<file path="config.mk">
export PLATFORM = sky130hd
export DESIGN_NAME = idm_io_mapper
export DESIGN_NICKNAME = d
export VERILOG_FILES = /design/src/include/idm_pkg.sv /design/src/idm_io_mapper.sv /design/src/idm_debounce.sv
export VERILOG_INCLUDE_DIRS = /design/src /design/src/include
export SDC_FILE = /design/constraint.sdc
export NUM_CORES = 1
export LEC_CHECK = 0
export BUFFER_PORTS_ARGS = -buffer_cell sky130_fd_sc_hd__clkbuf_2
export CAP_MARGIN = 20
export CORE_MARGIN = 3
export CORE_UTILIZATION = 55
export CTS_CLUSTER_SIZE = 30
export DETAILED_ROUTE_END_ITERATION = 8
export HOLD_SLACK_MARGIN = 0.03
export PLACE_DENSITY = 0.75
export SYNTH_ARGS = -nofsm -noshare
export SYNTH_HDL_FRONTEND = slang
export SYNTH_HIERARCHICAL = 1
export SYNTH_SLANG_ARGS = --single-unit
</file>
<file path="constraint.sdc">
create_clock -name CLK_IN -period 18.45 [get_ports CLK_IN]
set_input_delay 0.9225 -clock CLK_IN [delete_from_list [all_inputs] [get_ports CLK_IN]]
set_output_delay 0.9225 -clock CLK_IN [all_outputs]
set_load 0.1 [all_outputs]
</file>
<file path="src/include/idm_params.svh">
// Offsets, field positions, reset values and timing counts of the digital I/O mapper
`ifndef IDM_PARAMS_SVH
`define IDM_PARAMS_SVH

// ***************************************************************
// Timing
// ***************************************************************
`define IDM_CLK_FREQ_KHZ 40000
`define IDM_SAMPLE_PERIOD_US 2000
`define IDM_SAMPLE_CYCLES ((`IDM_SAMPLE_PERIOD_US * `IDM_CLK_FREQ_KHZ) / 1000)

// ***************************************************************
// Object dictionary indices and sub-indices
// ***************************************************************
`define IDM_IDX_OUTPUTS 16'h2C2C
`define IDM_IDX_STATUS 16'h2C2D
`define IDM_IDX_INPUTS 16'h2C2E
`define IDM_SUB_STATUS 8'h01
`define IDM_SUB_CTRL_BASE 8'h19
`define IDM_SUBS_PER_SLOT 3
`define IDM_SUB_OFS_SELECT 1
`define IDM_SUB_OFS_SETTLE 2
`define IDM_SUB_OFS_FLIP 3
`define IDM_SLOT_HWEN_PIN 7

// ***************************************************************
// Reset values and limits
// ***************************************************************
`define IDM_SELECT_RST 8'h00
`define IDM_SETTLE_RST 8'h01
`define IDM_SETTLE_MAX 32'h000000FE
`define IDM_FLIP_RST 8'h00
`define IDM_FLIP_MAX 32'h00000001
`define IDM_CTRL_RST 8'h00
`define IDM_OUT1_FIELD_RST 16'h0608
`define IDM_OUT1_MASK_RST 32'h00000080
`define IDM_OUT2_FIELD_RST 16'h046C
`define IDM_OUT2_MASK_RST 32'h0000000D
`define IDM_OUT3_FIELD_RST 16'h0606
`define IDM_OUT3_MASK_RST 32'h00000000

`endif

</file>
<file path="src/include/idm_pkg.sv">
// Types shared by the digital I/O mapper design files
package idm_pkg;
	typedef logic [7:0] idm_byte_t;
	typedef logic [15:0] idm_field_t;
	typedef logic [31:0] idm_word_t;
	typedef enum logic [1:0] {
		IDM_ACC_NONE = 2'b00,
		IDM_ACC_OK = 2'b01,
		IDM_ACC_ERR = 2'b10
	} idm_acc_e;
endpackage : idm_pkg

</file>
<file path="src/idm_io_mapper.sv">
// Digital input debouncing, status word and mask-mapped digital outputs
`include "idm_params.svh"

// Function
// - Without inversion, output is 1 when selected bit set, else 0.
// - With inversion set, a clear selected bit gives 1, set gives 0.
// - Output one resets to field 1544 with mask 0x80.
// - Output two resets to field 1132 with mask 0xD.
// - Output three resets to a zero mask, so it stays inactive.
// - Each output has read/write 16-bit field number and 32-bit mask.
// - Output is 1 when any masked bit of the source is set.
// - Each input has 8-bit settle count, default 1, at most 254.
// - Inputs sampled every 2 ms; change accepted after settle-count equal samples.
// - Each input has invert setting 0 or 1, default 0, flipping handler sense.
// - Each input has 8-bit handler select, default 0.
// - Hardware-enable input has its own independent set of settings.
// - Read-only 8-bit input status word, also offered for cyclic transfer.
// - Status bit 0 is input one, bit 7 eighth input, ignoring invert.
module idm_io_mapper
	import idm_pkg::*;
#(
	parameter int SAMPLE_CYCLES = `IDM_SAMPLE_CYCLES
) (
	input wire logic CLK_IN,
	input wire logic RESET_IN,
	input wire logic [7:0] DIN_IN,
	input wire logic OD_RD_IN,
	input wire logic OD_WR_IN,
	input wire idm_pkg::idm_field_t OD_INDEX_IN,
	input wire idm_pkg::idm_byte_t OD_SUB_IN,
	input wire idm_pkg::idm_word_t OD_WDATA_IN,
	output idm_pkg::idm_word_t OD_RDATA_OUT,
	output logic OD_ACK_OUT,
	output logic OD_ERR_OUT,
	input wire idm_pkg::idm_word_t PARAM1_VALUE_IN,
	input wire idm_pkg::idm_word_t PARAM2_VALUE_IN,
	input wire idm_pkg::idm_word_t PARAM3_VALUE_IN,
	output idm_pkg::idm_field_t SRC1_FIELD_OUT,
	output idm_pkg::idm_field_t SRC2_FIELD_OUT,
	output idm_pkg::idm_field_t SRC3_FIELD_OUT,
	output logic [2:0] DOUT_OUT,
	output logic [7:0] HANDLER_ACTIVE_OUT,
	output idm_pkg::idm_byte_t STATUS_WORD_OUT
);
	import idm_pkg::*;

	localparam int TICK_W = $clog2(SAMPLE_CYCLES + 1);

	// Sub-index of a per-input setting; the hardware-enable input owns slot 0
	function automatic idm_byte_t cfg_sub(input int pin, input int ofs);
		int slot;
		slot = (pin == `IDM_SLOT_HWEN_PIN) ? 0 : pin + 1;
		return 8'(slot * `IDM_SUBS_PER_SLOT + ofs);
	endfunction

	function automatic idm_byte_t ctrl_sub(input int pin);
		int slot;
		slot = (pin == `IDM_SLOT_HWEN_PIN) ? 0 : pin + 1;
		return 8'(int'(`IDM_SUB_CTRL_BASE) + slot);
	endfunction

	// ***************************************************************
	// Sample tick
	// ***************************************************************
	logic [TICK_W-1:0] div_reg;
	logic [TICK_W-1:0] div_next;
	logic tick_reg;
	logic tick_next;

	always_comb begin
		tick_next = 1'b0;
		div_next = div_reg + 1'b1;
		if (div_reg == TICK_W'(SAMPLE_CYCLES - 1)) begin
			div_next = '0;
			tick_next = 1'b1;
		end
	end

	always_ff @(posedge CLK_IN or posedge RESET_IN) begin
		if (RESET_IN) begin
			div_reg <= '0;
			tick_reg <= 1'b0;
		end else begin
			div_reg <= div_next;
			tick_reg <= tick_next;
		end
	end

	// ***************************************************************
	// Settings
	// ***************************************************************
	idm_byte_t select_reg [8];
	idm_byte_t select_next [8];
	idm_byte_t settle_reg [8];
	idm_byte_t settle_next [8];
	idm_byte_t iflip_reg [8];
	idm_byte_t iflip_next [8];
	idm_byte_t ctrl_reg [8];
	idm_byte_t ctrl_next [8];
	idm_field_t field_reg [3];
	idm_field_t field_next [3];
	idm_word_t mask_reg [3];
	idm_word_t mask_next [3];
	idm_byte_t oflip_reg [3];
	idm_byte_t oflip_next [3];
	idm_word_t rdata_reg;
	idm_word_t rdata_next;
	idm_acc_e acc_reg;
	idm_acc_e acc_next;
	logic [7:0] level;
	logic hit;
	logic bad;
	logic req;
	idm_word_t rval;

	always_comb begin
		select_next = select_reg;
		settle_next = settle_reg;
		iflip_next = iflip_reg;
		ctrl_next = ctrl_reg;
		field_next = field_reg;
		mask_next = mask_reg;
		oflip_next = oflip_reg;
		rdata_next = rdata_reg;
		hit = 1'b0;
		bad = 1'b0;
		rval = '0;
		req = OD_RD_IN | OD_WR_IN;
		if (OD_INDEX_IN == `IDM_IDX_INPUTS) begin
			for (int p = 0; p < 8; p++) begin
				if (OD_SUB_IN == cfg_sub(p, `IDM_SUB_OFS_SELECT)) begin
					hit = 1'b1;
					rval = {24'h000000, select_reg[p]};
					if (OD_WR_IN) begin
						select_next[p] = OD_WDATA_IN[7:0];
					end
				end
				if (OD_SUB_IN == cfg_sub(p, `IDM_SUB_OFS_SETTLE)) begin
					hit = 1'b1;
					rval = {24'h000000, settle_reg[p]};
					if (OD_WR_IN && (OD_WDATA_IN > `IDM_SETTLE_MAX)) begin
						bad = 1'b1;
					end else if (OD_WR_IN) begin
						settle_next[p] = OD_WDATA_IN[7:0];
					end
				end
				if (OD_SUB_IN == cfg_sub(p, `IDM_SUB_OFS_FLIP)) begin
					hit = 1'b1;
					rval = {24'h000000, iflip_reg[p]};
					if (OD_WR_IN && (OD_WDATA_IN > `IDM_FLIP_MAX)) begin
						bad = 1'b1;
					end else if (OD_WR_IN) begin
						iflip_next[p] = OD_WDATA_IN[7:0];
					end
				end
				if (OD_SUB_IN == ctrl_sub(p)) begin
					hit = 1'b1;
					rval = {24'h000000, ctrl_reg[p]};
					if (OD_WR_IN) begin
						ctrl_next[p] = OD_WDATA_IN[7:0];
					end
				end
			end
		end else if (OD_INDEX_IN == `IDM_IDX_STATUS) begin
			if (OD_SUB_IN == `IDM_SUB_STATUS) begin
				hit = 1'b1;
				rval = {24'h000000, level};
				bad = OD_WR_IN;
			end
		end else if (OD_INDEX_IN == `IDM_IDX_OUTPUTS) begin
			for (int j = 0; j < 3; j++) begin
				if (OD_SUB_IN == 8'(j * 3 + 1)) begin
					hit = 1'b1;
					rval = {16'h0000, field_reg[j]};
					if (OD_WR_IN) begin
						field_next[j] = OD_WDATA_IN[15:0];
					end
				end
				if (OD_SUB_IN == 8'(j * 3 + 2)) begin
					hit = 1'b1;
					rval = mask_reg[j];
					if (OD_WR_IN) begin
						mask_next[j] = OD_WDATA_IN;
					end
				end
				if (OD_SUB_IN == 8'(j * 3 + 3)) begin
					hit = 1'b1;
					rval = {24'h000000, oflip_reg[j]};
					if (OD_WR_IN && (OD_WDATA_IN > `IDM_FLIP_MAX)) begin
						bad = 1'b1;
					end else if (OD_WR_IN) begin
						oflip_next[j] = OD_WDATA_IN[7:0];
					end
				end
			end
		end
		// Read wins if both strobes arrive; a write is still applied
		if (OD_RD_IN && hit) begin
			rdata_next = rval;
		end
		if (!req) begin
			acc_next = IDM_ACC_NONE;
		end else if (hit && !bad) begin
			acc_next = IDM_ACC_OK;
		end else begin
			acc_next = IDM_ACC_ERR;
		end
	end

	always_ff @(posedge CLK_IN or posedge RESET_IN) begin
		if (RESET_IN) begin
			for (int p = 0; p < 8; p++) begin
				select_reg[p] <= `IDM_SELECT_RST;
				settle_reg[p] <= `IDM_SETTLE_RST;
				iflip_reg[p] <= `IDM_FLIP_RST;
				ctrl_reg[p] <= `IDM_CTRL_RST;
			end
			field_reg[0] <= `IDM_OUT1_FIELD_RST;
			mask_reg[0] <= `IDM_OUT1_MASK_RST;
			field_reg[1] <= `IDM_OUT2_FIELD_RST;
			mask_reg[1] <= `IDM_OUT2_MASK_RST;
			field_reg[2] <= `IDM_OUT3_FIELD_RST;
			mask_reg[2] <= `IDM_OUT3_MASK_RST;
			for (int j = 0; j < 3; j++) begin
				oflip_reg[j] <= `IDM_FLIP_RST;
			end
			rdata_reg <= '0;
			acc_reg <= IDM_ACC_NONE;
		end else begin
			select_reg <= select_next;
			settle_reg <= settle_next;
			iflip_reg <= iflip_next;
			ctrl_reg <= ctrl_next;
			field_reg <= field_next;
			mask_reg <= mask_next;
			oflip_reg <= oflip_next;
			rdata_reg <= rdata_next;
			acc_reg <= acc_next;
		end
	end

	// ***************************************************************
	// Inputs
	// ***************************************************************
	for (genvar p = 0; p < 8; p++) begin : g_in
		idm_debounce u_deb (
			.clk_in(CLK_IN),
			.reset_in(RESET_IN),
			.pin_in(DIN_IN[p]),
			.tick_in(tick_reg),
			.settle_in(settle_reg[p]),
			.level_out(level[p])
		);
	end

	// ***************************************************************
	// Outputs
	// ***************************************************************
	logic [2:0] dout_reg;
	logic [2:0] dout_next;
	logic [7:0] handler_reg;
	logic [7:0] handler_next;
	idm_word_t param [3];

	always_comb begin
		param[0] = PARAM1_VALUE_IN;
		param[1] = PARAM2_VALUE_IN;
		param[2] = PARAM3_VALUE_IN;
		dout_next = dout_reg;
		for (int j = 0; j < 3; j++) begin
			if (tick_reg) begin
				dout_next[j] = (|(param[j] & mask_reg[j])) ^ oflip_reg[j][0];
			end
		end
		for (int p = 0; p < 8; p++) begin
			handler_next[p] = level[p] ^ iflip_reg[p][0];
		end
	end

	always_ff @(posedge CLK_IN or posedge RESET_IN) begin
		if (RESET_IN) begin
			dout_reg <= 3'h0;
			handler_reg <= 8'h00;
		end else begin
			dout_reg <= dout_next;
			handler_reg <= handler_next;
		end
	end

	assign DOUT_OUT = dout_reg;
	assign HANDLER_ACTIVE_OUT = handler_reg;
	assign STATUS_WORD_OUT = level;
	assign SRC1_FIELD_OUT = field_reg[0];
	assign SRC2_FIELD_OUT = field_reg[1];
	assign SRC3_FIELD_OUT = field_reg[2];
	assign OD_RDATA_OUT = rdata_reg;
	assign OD_ACK_OUT = (acc_reg == IDM_ACC_OK);
	assign OD_ERR_OUT = (acc_reg == IDM_ACC_ERR);

	// ***************************************************************
	// Checks
	// ***************************************************************
	out_map_a: assert property (@(posedge CLK_IN) disable iff (RESET_IN)
		tick_reg |=> DOUT_OUT[0] == ((|($past(PARAM1_VALUE_IN) & $past(mask_reg[0]))) ^ $past(oflip_reg[0][0])))
		else $error("output one does not follow masked source");
	out_flip_a: assert property (@(posedge CLK_IN) disable iff (RESET_IN)
		tick_reg && oflip_reg[1][0] && |(PARAM2_VALUE_IN & mask_reg[1]) |=> !DOUT_OUT[1])
		else $error("inverted output two not cleared");
	out_hold_a: assert property (@(posedge CLK_IN) disable iff (RESET_IN)
		!tick_reg |=> $stable(DOUT_OUT))
		else $error("outputs changed off the sample tick");
	tick_space_a: assert property (@(posedge CLK_IN) disable iff (RESET_IN)
		tick_reg |=> !tick_reg [*2])
		else $error("sample ticks too close");
	settle_range_a: assert property (@(posedge CLK_IN) disable iff (RESET_IN)
		OD_WR_IN && (OD_INDEX_IN == `IDM_IDX_INPUTS) && (OD_SUB_IN == 8'h02) && (OD_WDATA_IN > `IDM_SETTLE_MAX)
		|=> OD_ERR_OUT && $stable(settle_reg[7]))
		else $error("out of range settle count accepted");
	flip_range_a: assert property (@(posedge CLK_IN) disable iff (RESET_IN)
		iflip_reg[0] <= 8'h01 && oflip_reg[2] <= 8'h01)
		else $error("invert setting beyond one");
	status_raw_a: assert property (@(posedge CLK_IN) disable iff (RESET_IN)
		OD_RD_IN && (OD_INDEX_IN == `IDM_IDX_STATUS) && (OD_SUB_IN == `IDM_SUB_STATUS)
		|=> OD_ACK_OUT && (OD_RDATA_OUT == {24'h000000, $past(level)}))
		else $error("status word read wrong");
	status_ro_a: assert property (@(posedge CLK_IN) disable iff (RESET_IN)
		OD_WR_IN && (OD_INDEX_IN == `IDM_IDX_STATUS) |=> OD_ERR_OUT && !OD_ACK_OUT)
		else $error("status word write not refused");
	answer_once_a: assert property (@(posedge CLK_IN) disable iff (RESET_IN)
		(OD_RD_IN || OD_WR_IN) |=> (OD_ACK_OUT ^ OD_ERR_OUT))
		else $error("request without single answer");
	cover_out_c: cover property (@(posedge CLK_IN) disable iff (RESET_IN) tick_reg ##1 $rose(DOUT_OUT[0]));
	cover_err_c: cover property (@(posedge CLK_IN) disable iff (RESET_IN) OD_ERR_OUT);
	cover_mask_c: cover property (@(posedge CLK_IN) disable iff (RESET_IN) OD_WR_IN ##1 OD_ACK_OUT ##1 tick_reg);

endmodule // idm_io_mapper

</file>
<file path="src/idm_debounce.sv">
// One input channel: pin synchroniser and tick-based settle filter
module idm_debounce
	import idm_pkg::*;
(
	input wire logic clk_in,
	input wire logic reset_in,
	input wire logic pin_in,
	input wire logic tick_in,
	input wire idm_pkg::idm_byte_t settle_in,
	output logic level_out
);
	import idm_pkg::*;

	logic s1_reg;
	logic s2_reg;
	logic s3_reg;
	logic level_reg;
	logic level_next;
	idm_byte_t cnt_reg;
	idm_byte_t cnt_next;
	logic [8:0] cnt_inc;
	logic [8:0] need;

	// ***************************************************************
	// Settle filter
	// ***************************************************************
	always_comb begin
		level_next = level_reg;
		cnt_next = cnt_reg;
		cnt_inc = {1'b0, cnt_reg} + 9'h001;
		// Zero behaves as one so the input can never lock up
		need = (settle_in == 8'h00) ? 9'h001 : {1'b0, settle_in};
		if (tick_in) begin
			if ((s2_reg == s3_reg) && (s3_reg != level_reg)) begin
				if (cnt_inc >= need) begin
					level_next = s3_reg;
					cnt_next = 8'h00;
				end else begin
					cnt_next = cnt_inc[7:0];
				end
			end else begin
				cnt_next = 8'h00;
			end
		end
	end

	always_ff @(posedge clk_in or posedge reset_in) begin
		if (reset_in) begin
			s1_reg <= 1'b0;
			s2_reg <= 1'b0;
			s3_reg <= 1'b0;
			level_reg <= 1'b0;
			cnt_reg <= 8'h00;
		end else begin
			s1_reg <= pin_in;
			s2_reg <= s1_reg;
			s3_reg <= s2_reg;
			level_reg <= level_next;
			cnt_reg <= cnt_next;
		end
	end

	assign level_out = level_reg;

	// ***************************************************************
	// Checks
	// ***************************************************************
	level_on_tick_a: assert property (@(posedge clk_in) disable iff (reset_in)
		(level_reg != $past(level_reg)) |-> $past(tick_in))
		else $error("input level changed off the sample tick");
	level_settled_a: assert property (@(posedge clk_in) disable iff (reset_in)
		(level_reg != $past(level_reg)) |-> (level_reg == $past(s3_reg)) && ($past(s2_reg) == $past(s3_reg)))
		else $error("input level taken from an unsettled sample");
	cover_change_c: cover property (@(posedge clk_in) disable iff (reset_in) level_reg != $past(level_reg));

endmodule // idm_debounce

</file>
# After elaboration in Yosys (flattened, before gate mapping)
# Index checks and enable logic that the tools add are counted.
# word_totals
ff_bits	583
input_bits	164
output_inout_bits	101
wordCells	417
# classes
add_sub_neg	9
magnitude_cmp	10
eq_ne	54
muxes	165
bitwise	19
reduce_logical	73
# ops
cell	count
two-way mux 32 bit	42
two-way mux 8 bit	26
== test 8 x 5 -> 1 bit, second input constant	16
AND 32 bit	3
OR reduction 32 bit	3
two-way mux 1 bit	93
adder 8 x 1 -> 9 bit, second input constant	8
>= comparator 9 bit	8
AND reduction 3 bit	24
== test 8 x 4 -> 1 bit, second input constant	8
zero test 8 bit	8
AND reduction 4 bit	16
== test 16 x 14 -> 1 bit, second input constant	3
== test 8 x 3 -> 1 bit, second input constant	4
> comparator 32 x 1 -> 1 bit, second input constant	1
> comparator 32 x 8 -> 1 bit, second input constant	1
AND reduction 5 bit	6
AND reduction 6 bit	3
adder 17 x 1 -> 17 bit, second input constant	1
== test 17 bit, second input constant	1
two-way mux 17 bit	1
== test 8 x 2 -> 1 bit, second input constant	2
two-way mux 16 bit	1
logical AND 1 bit	12
11 further kinds	39

# Longest topological paths before layout
# logic_depth
depth_word	45
mapped_depth	12
mapped_depth_nobuf	11

# Modules after synthesis
# The synthesis kept the hierarchy.
# by_module_without_submodules
mod	n_inst	cells_each	area_per_inst_um2	seq_area_each_um2
idm_io_mapper	1	2013	23337.4	12216.7
idm_debounce	8	85	820.8	300.3

# Least setup slack after synthesis
# OpenSTA, ideal clock, no wires.
# synth_path
kind	input -> register
startpoint	input port OD_SUB_IN[0]
endpoint	register rdata_reg[0], in the netlist OD_RDATA_OUT[0]
setup_time_ns	0.123
arrival_ns	2.917
t_required_ns	18.327
path_slack_ns	15.410
path_stages	11
n_path_buf	4
cell_sequence	clkbuf_1 buf_2 buf_2 buf_2 mux2i_1 o2bb2ai_1 a221oi_1 o211ai_1 a221oi_1 nor2_1 a32o_1
# synth_between
elab_chain_len	35
elab_cells_between_ends	122
classes_between	eq/ne: 32; mux: 89; reduce/logical: 1
# synth_rtl
element	line_no	rtl
start: declaration	idm_io_mapper.sv:30	input wire idm_pkg::idm_byte_t OD_SUB_IN,
== test 8 x 3 -> 1 bit	idm_io_mapper.sv:131, idm_io_mapper.sv:172	
two-way mux 1 bit	idm_io_mapper.sv:131	if (OD_SUB_IN == cfg_sub(p, `IDM_SUB_OFS_SELECT)) begin
two-way mux 1 bit	idm_io_mapper.sv:138	if (OD_SUB_IN == cfg_sub(p, `IDM_SUB_OFS_SETTLE)) begin
two-way mux 1 bit	idm_io_mapper.sv:147	if (OD_SUB_IN == cfg_sub(p, `IDM_SUB_OFS_FLIP)) begin
two-way mux 1 bit	idm_io_mapper.sv:156	if (OD_SUB_IN == ctrl_sub(p)) begin
two-way mux 1 bit	idm_io_mapper.sv:131	
two-way mux 1 bit	idm_io_mapper.sv:138	
two-way mux 1 bit	idm_io_mapper.sv:147	
[... 19 more ...]	--	
two-way mux 1 bit	idm_io_mapper.sv:147	
two-way mux 1 bit	idm_io_mapper.sv:156	
two-way mux 1 bit	idm_io_mapper.sv:131	
two-way mux 1 bit	idm_io_mapper.sv:138	
two-way mux 1 bit	idm_io_mapper.sv:147	
two-way mux 1 bit	idm_io_mapper.sv:156	
two-way mux 1 bit	idm_io_mapper.sv:129	if (OD_INDEX_IN == `IDM_IDX_INPUTS) begin
logical AND 1 bit	idm_io_mapper.sv:198	if (OD_RD_IN && hit) begin
end signal: assignment	idm_io_mapper.sv:237	rdata_reg <= rdata_next;
end: declaration	idm_io_mapper.sv:106	idm_word_t rdata_reg;
# Parallel ways exist; a longest one is shown, timed or not.
# A chain may end at the register's enable or synchronous reset.

# Worst setup path after layout
# layout_path
startpoint	input port OD_SUB_IN[0]
endpoint	register rdata_reg[2], in the netlist OD_RDATA_OUT[2]
# Same word-level chain as after synthesis.

==> impl_metrics.toml <==
[status]
status = "complete, no violations"

[synth]
synthesis.nets = 2930
synth-edff-count = 0
yosysWarnings = 6
async_flop_share = 1.000
synth.avg_cell_area_sq_um = 11.10
synth_ff_type = "dfrtp_1"
syn_inst = 2693
ys_seq_elements = 583
synth_cell_types = 86
yosysSeqAreaShare = 0.4889
synth_area_sq_um = 29900

[global_routing]
grt_use_total = 0.3593
antenna_found_initial = 4
grt_max_degree = 184
grt_pass1_vias = 24600
grt_overflow_total = 0
grt_pass1_wl_microns = 155500

[sta]
drv_slew = 0
hold_viol_final = 0
setup_ws_ps = 13750
clock-skew-final_ps = 17.16
rsz0062_at_grt = "no"
slew_headroom = 0.2448
fin_crit_ps = 4699
tightest_slew_ps = 1133
holdWs_ps = 347.2
final-setup-viol-count = 0
fin_tns_setup_ps = 0
fmax_ghz = 0.2128
period_share = 0.2547

[setup_path]
endpoint_kind = "register"
cp.required_ps = 18960
crit_path_end = "OD_RDATA_OUT[2]"
cp.arrival_ps = 5210
r2r-end = "g_in[5].u_deb/cnt_reg[6]"
reg2regPathDepth = 11
cp-startpoint = "OD_SUB_IN[0]"
rrSetupSlack_ps = 15770
critical_path_class = "input port to register"
cp-start-kind = "input port"
crit_fanout = 57
r2r-start = "g_in[5].u_deb/cnt_reg[0]"

[floorplan]
io_pins = 265
die_h_microns = 239.2
core_sq_um = 53180
fp.dieArea_sq_um = 57200
rows = 84
die_w_microns = 239.2
initial_core_util = 0.5623

[final_layout]
fillers = 4178
instances_no_fill = 3664
largest_register_ff_count = 96
drive_gt1_frac = 0.2870
final_common_cell = "dfrtp_1"
fin_nets = 3157
syn_to_final_growth_pct = 13.29
layout_common_cells = "dfrtp_1, mux2_2, clkbuf_2, nand2_1, inv_1"

[hold_path]
worstHoldStart = "g_in[4].u_deb/s1_reg"
hold_path.class = "register to register"

[detailed_routing]
drt-total-wl_microns = 103800
vias_per_cell = 6.748
vias = 24730
antenna_left = 0
drc_errors = 0
dr.pass1.iters = 6
wl_per_cell_microns = 28.32
first_iter_violations = 2692

[clocking]
cts_setup_buffers = 0
cts_tree = "built"
tritoncts.num_buffers = 60
cts_root_buf = "clkbuf_16"
ctsResizeCount = 0
clock_path_buffers = 3
hold_buffers = 0
clock-sinks = 583
htreeDepth = 2
clk_latency_ps = 650
clkTransAtPathRegs_ps = 60

[place]
post-place-ws_ps = 13340
gp_congestion = 1.001
port_buffers = 264
dp.final_hpwl_microns = 73260
dp.cells = 3542

[pwr]
p_leak_nw = 16.66
ir_drop_v = 0.00007923
total_power_mw = 2.671
p_per_area_nw_per_um2 = 78.84

[job]
cap_violations = 0
## logic make-up after synthesis
logic type      share of synthesized area
xor+xnor                          0.02167
mux                                0.1410
flops                              0.4889
compound gates                     0.1582
fa+ha+maj                         0.03054
simple gates                       0.1233
buf+inv                           0.03636
## worst max-delay path, stage by stage
cell and delay, ps:
buf_2 80, buf_4 480, buf_4 530, nand2_1 680, nor2_1 740, nor2_1 230, a41o_2 700, a2111oi_0 570
a21o_1 130, a21oi_1 40
## synth_stat cells (all sizes together) (6+ instances only)
master   instances  share of area
a31oi           18         0.0038
and2            82          0.017
a211oi          28         0.0070
a21o            27         0.0068
or3b            10         0.0029
o31ai            9         0.0023
a22o            32         0.0094
inv            106          0.013
a221o           12         0.0040
ha              73          0.031
xnor2           35          0.010
a32oi            9         0.0026
nor2b           21         0.0044
o2111ai          9         0.0026
nor4            28         0.0061
dfstp           24          0.021
o2bb2ai         12         0.0035
mux2i           22         0.0074
o21a            17         0.0043
buf             73          0.014
a221oi          41          0.012
mux2           355           0.13
a21oi          109          0.020
clkbuf          68         0.0085
a41o             9         0.0030
dfrtp          559           0.47
nor3            57          0.012
o211ai          18         0.0045
nand3b           9         0.0023
nor2            95          0.012
a32o            43          0.015
nand3           91          0.015
o21ai          108          0.019
a222oi           9         0.0030
nand2          174          0.022
xor2            39          0.011
nand4           28         0.0061
o22ai           29         0.0061
a22oi           58          0.015
o221ai           8         0.0023
nand2b          29         0.0061
o221a            6         0.0023
and3            47         0.0098
## worst min-delay path by stage
stage / slack (ps) / end / cells after the start
after floorplan: 330 / g_in[0].u_deb/s2_reg / 0
after global placement: 330 / g_in[7].u_deb/s2_reg / 0
after detailed placement: 330 / g_in[5].u_deb/s2_reg / 0
after CTS: 350 / g_in[6].u_deb/s2_reg / 0
after global routing: 350 / g_in[4].u_deb/s2_reg / 0
final: 350 / g_in[4].u_deb/s2_reg / 0
## cell type report
| cell class | instances | area, sq um | share of cell area |
|---|---|---|---|
| Timing Repair Buffer | 306 | 1718 | 0.05071 |
| Tap cell | 688 | 860.8 | 0.02541 |
| Clock buffer | 89 | 1742 | 0.05141 |
| Sequential cell | 583 | 14620 | 0.4316 |
| Inverter | 107 | 409.1 | 0.01208 |
| Antenna cell | 4 | 10.01 | 0.0002955 |
| Clock inverter | 25 | 291.5 | 0.008605 |
| Multi-Input combinational cell | 1862 | 14230 | 0.4199 |
## metal layers
metal / up-vias / share of wire / track usage
met2: 1465 / 0.45 / 0.5523
met1: 12450 / 0.39 / 0.4837
met5: - / 0 / 0
li1: 10490 / - / -
met3: 323 / 0.099 / 0.08233
met4: 0 / 0.056 / 0.1768
## stage by stage
| stage | utilization | area (sq um) |
|---|---|---|
| final | 0.6370 | 33880 |
| after global routing | 0.6370 | 33880 |
| after CTS | 0.6352 | 33780 |
| after detailed placement | 0.5970 | 31750 |
| after global placement | 0.5965 | 31720 |
| after floorplan | - | 29900 |
## report_power, final
part / internal [mW] / leakage [nW] / total, mW / switching, mW
Clock: 0.726 / 1.00 / 1.26 / 0.536
Sequential: 1.28 / 7.97 / 1.28 / 0.00219
Combinational: 0.0294 / 7.68 / 0.126 / 0.0961
(Power assumes the default switching activity.)
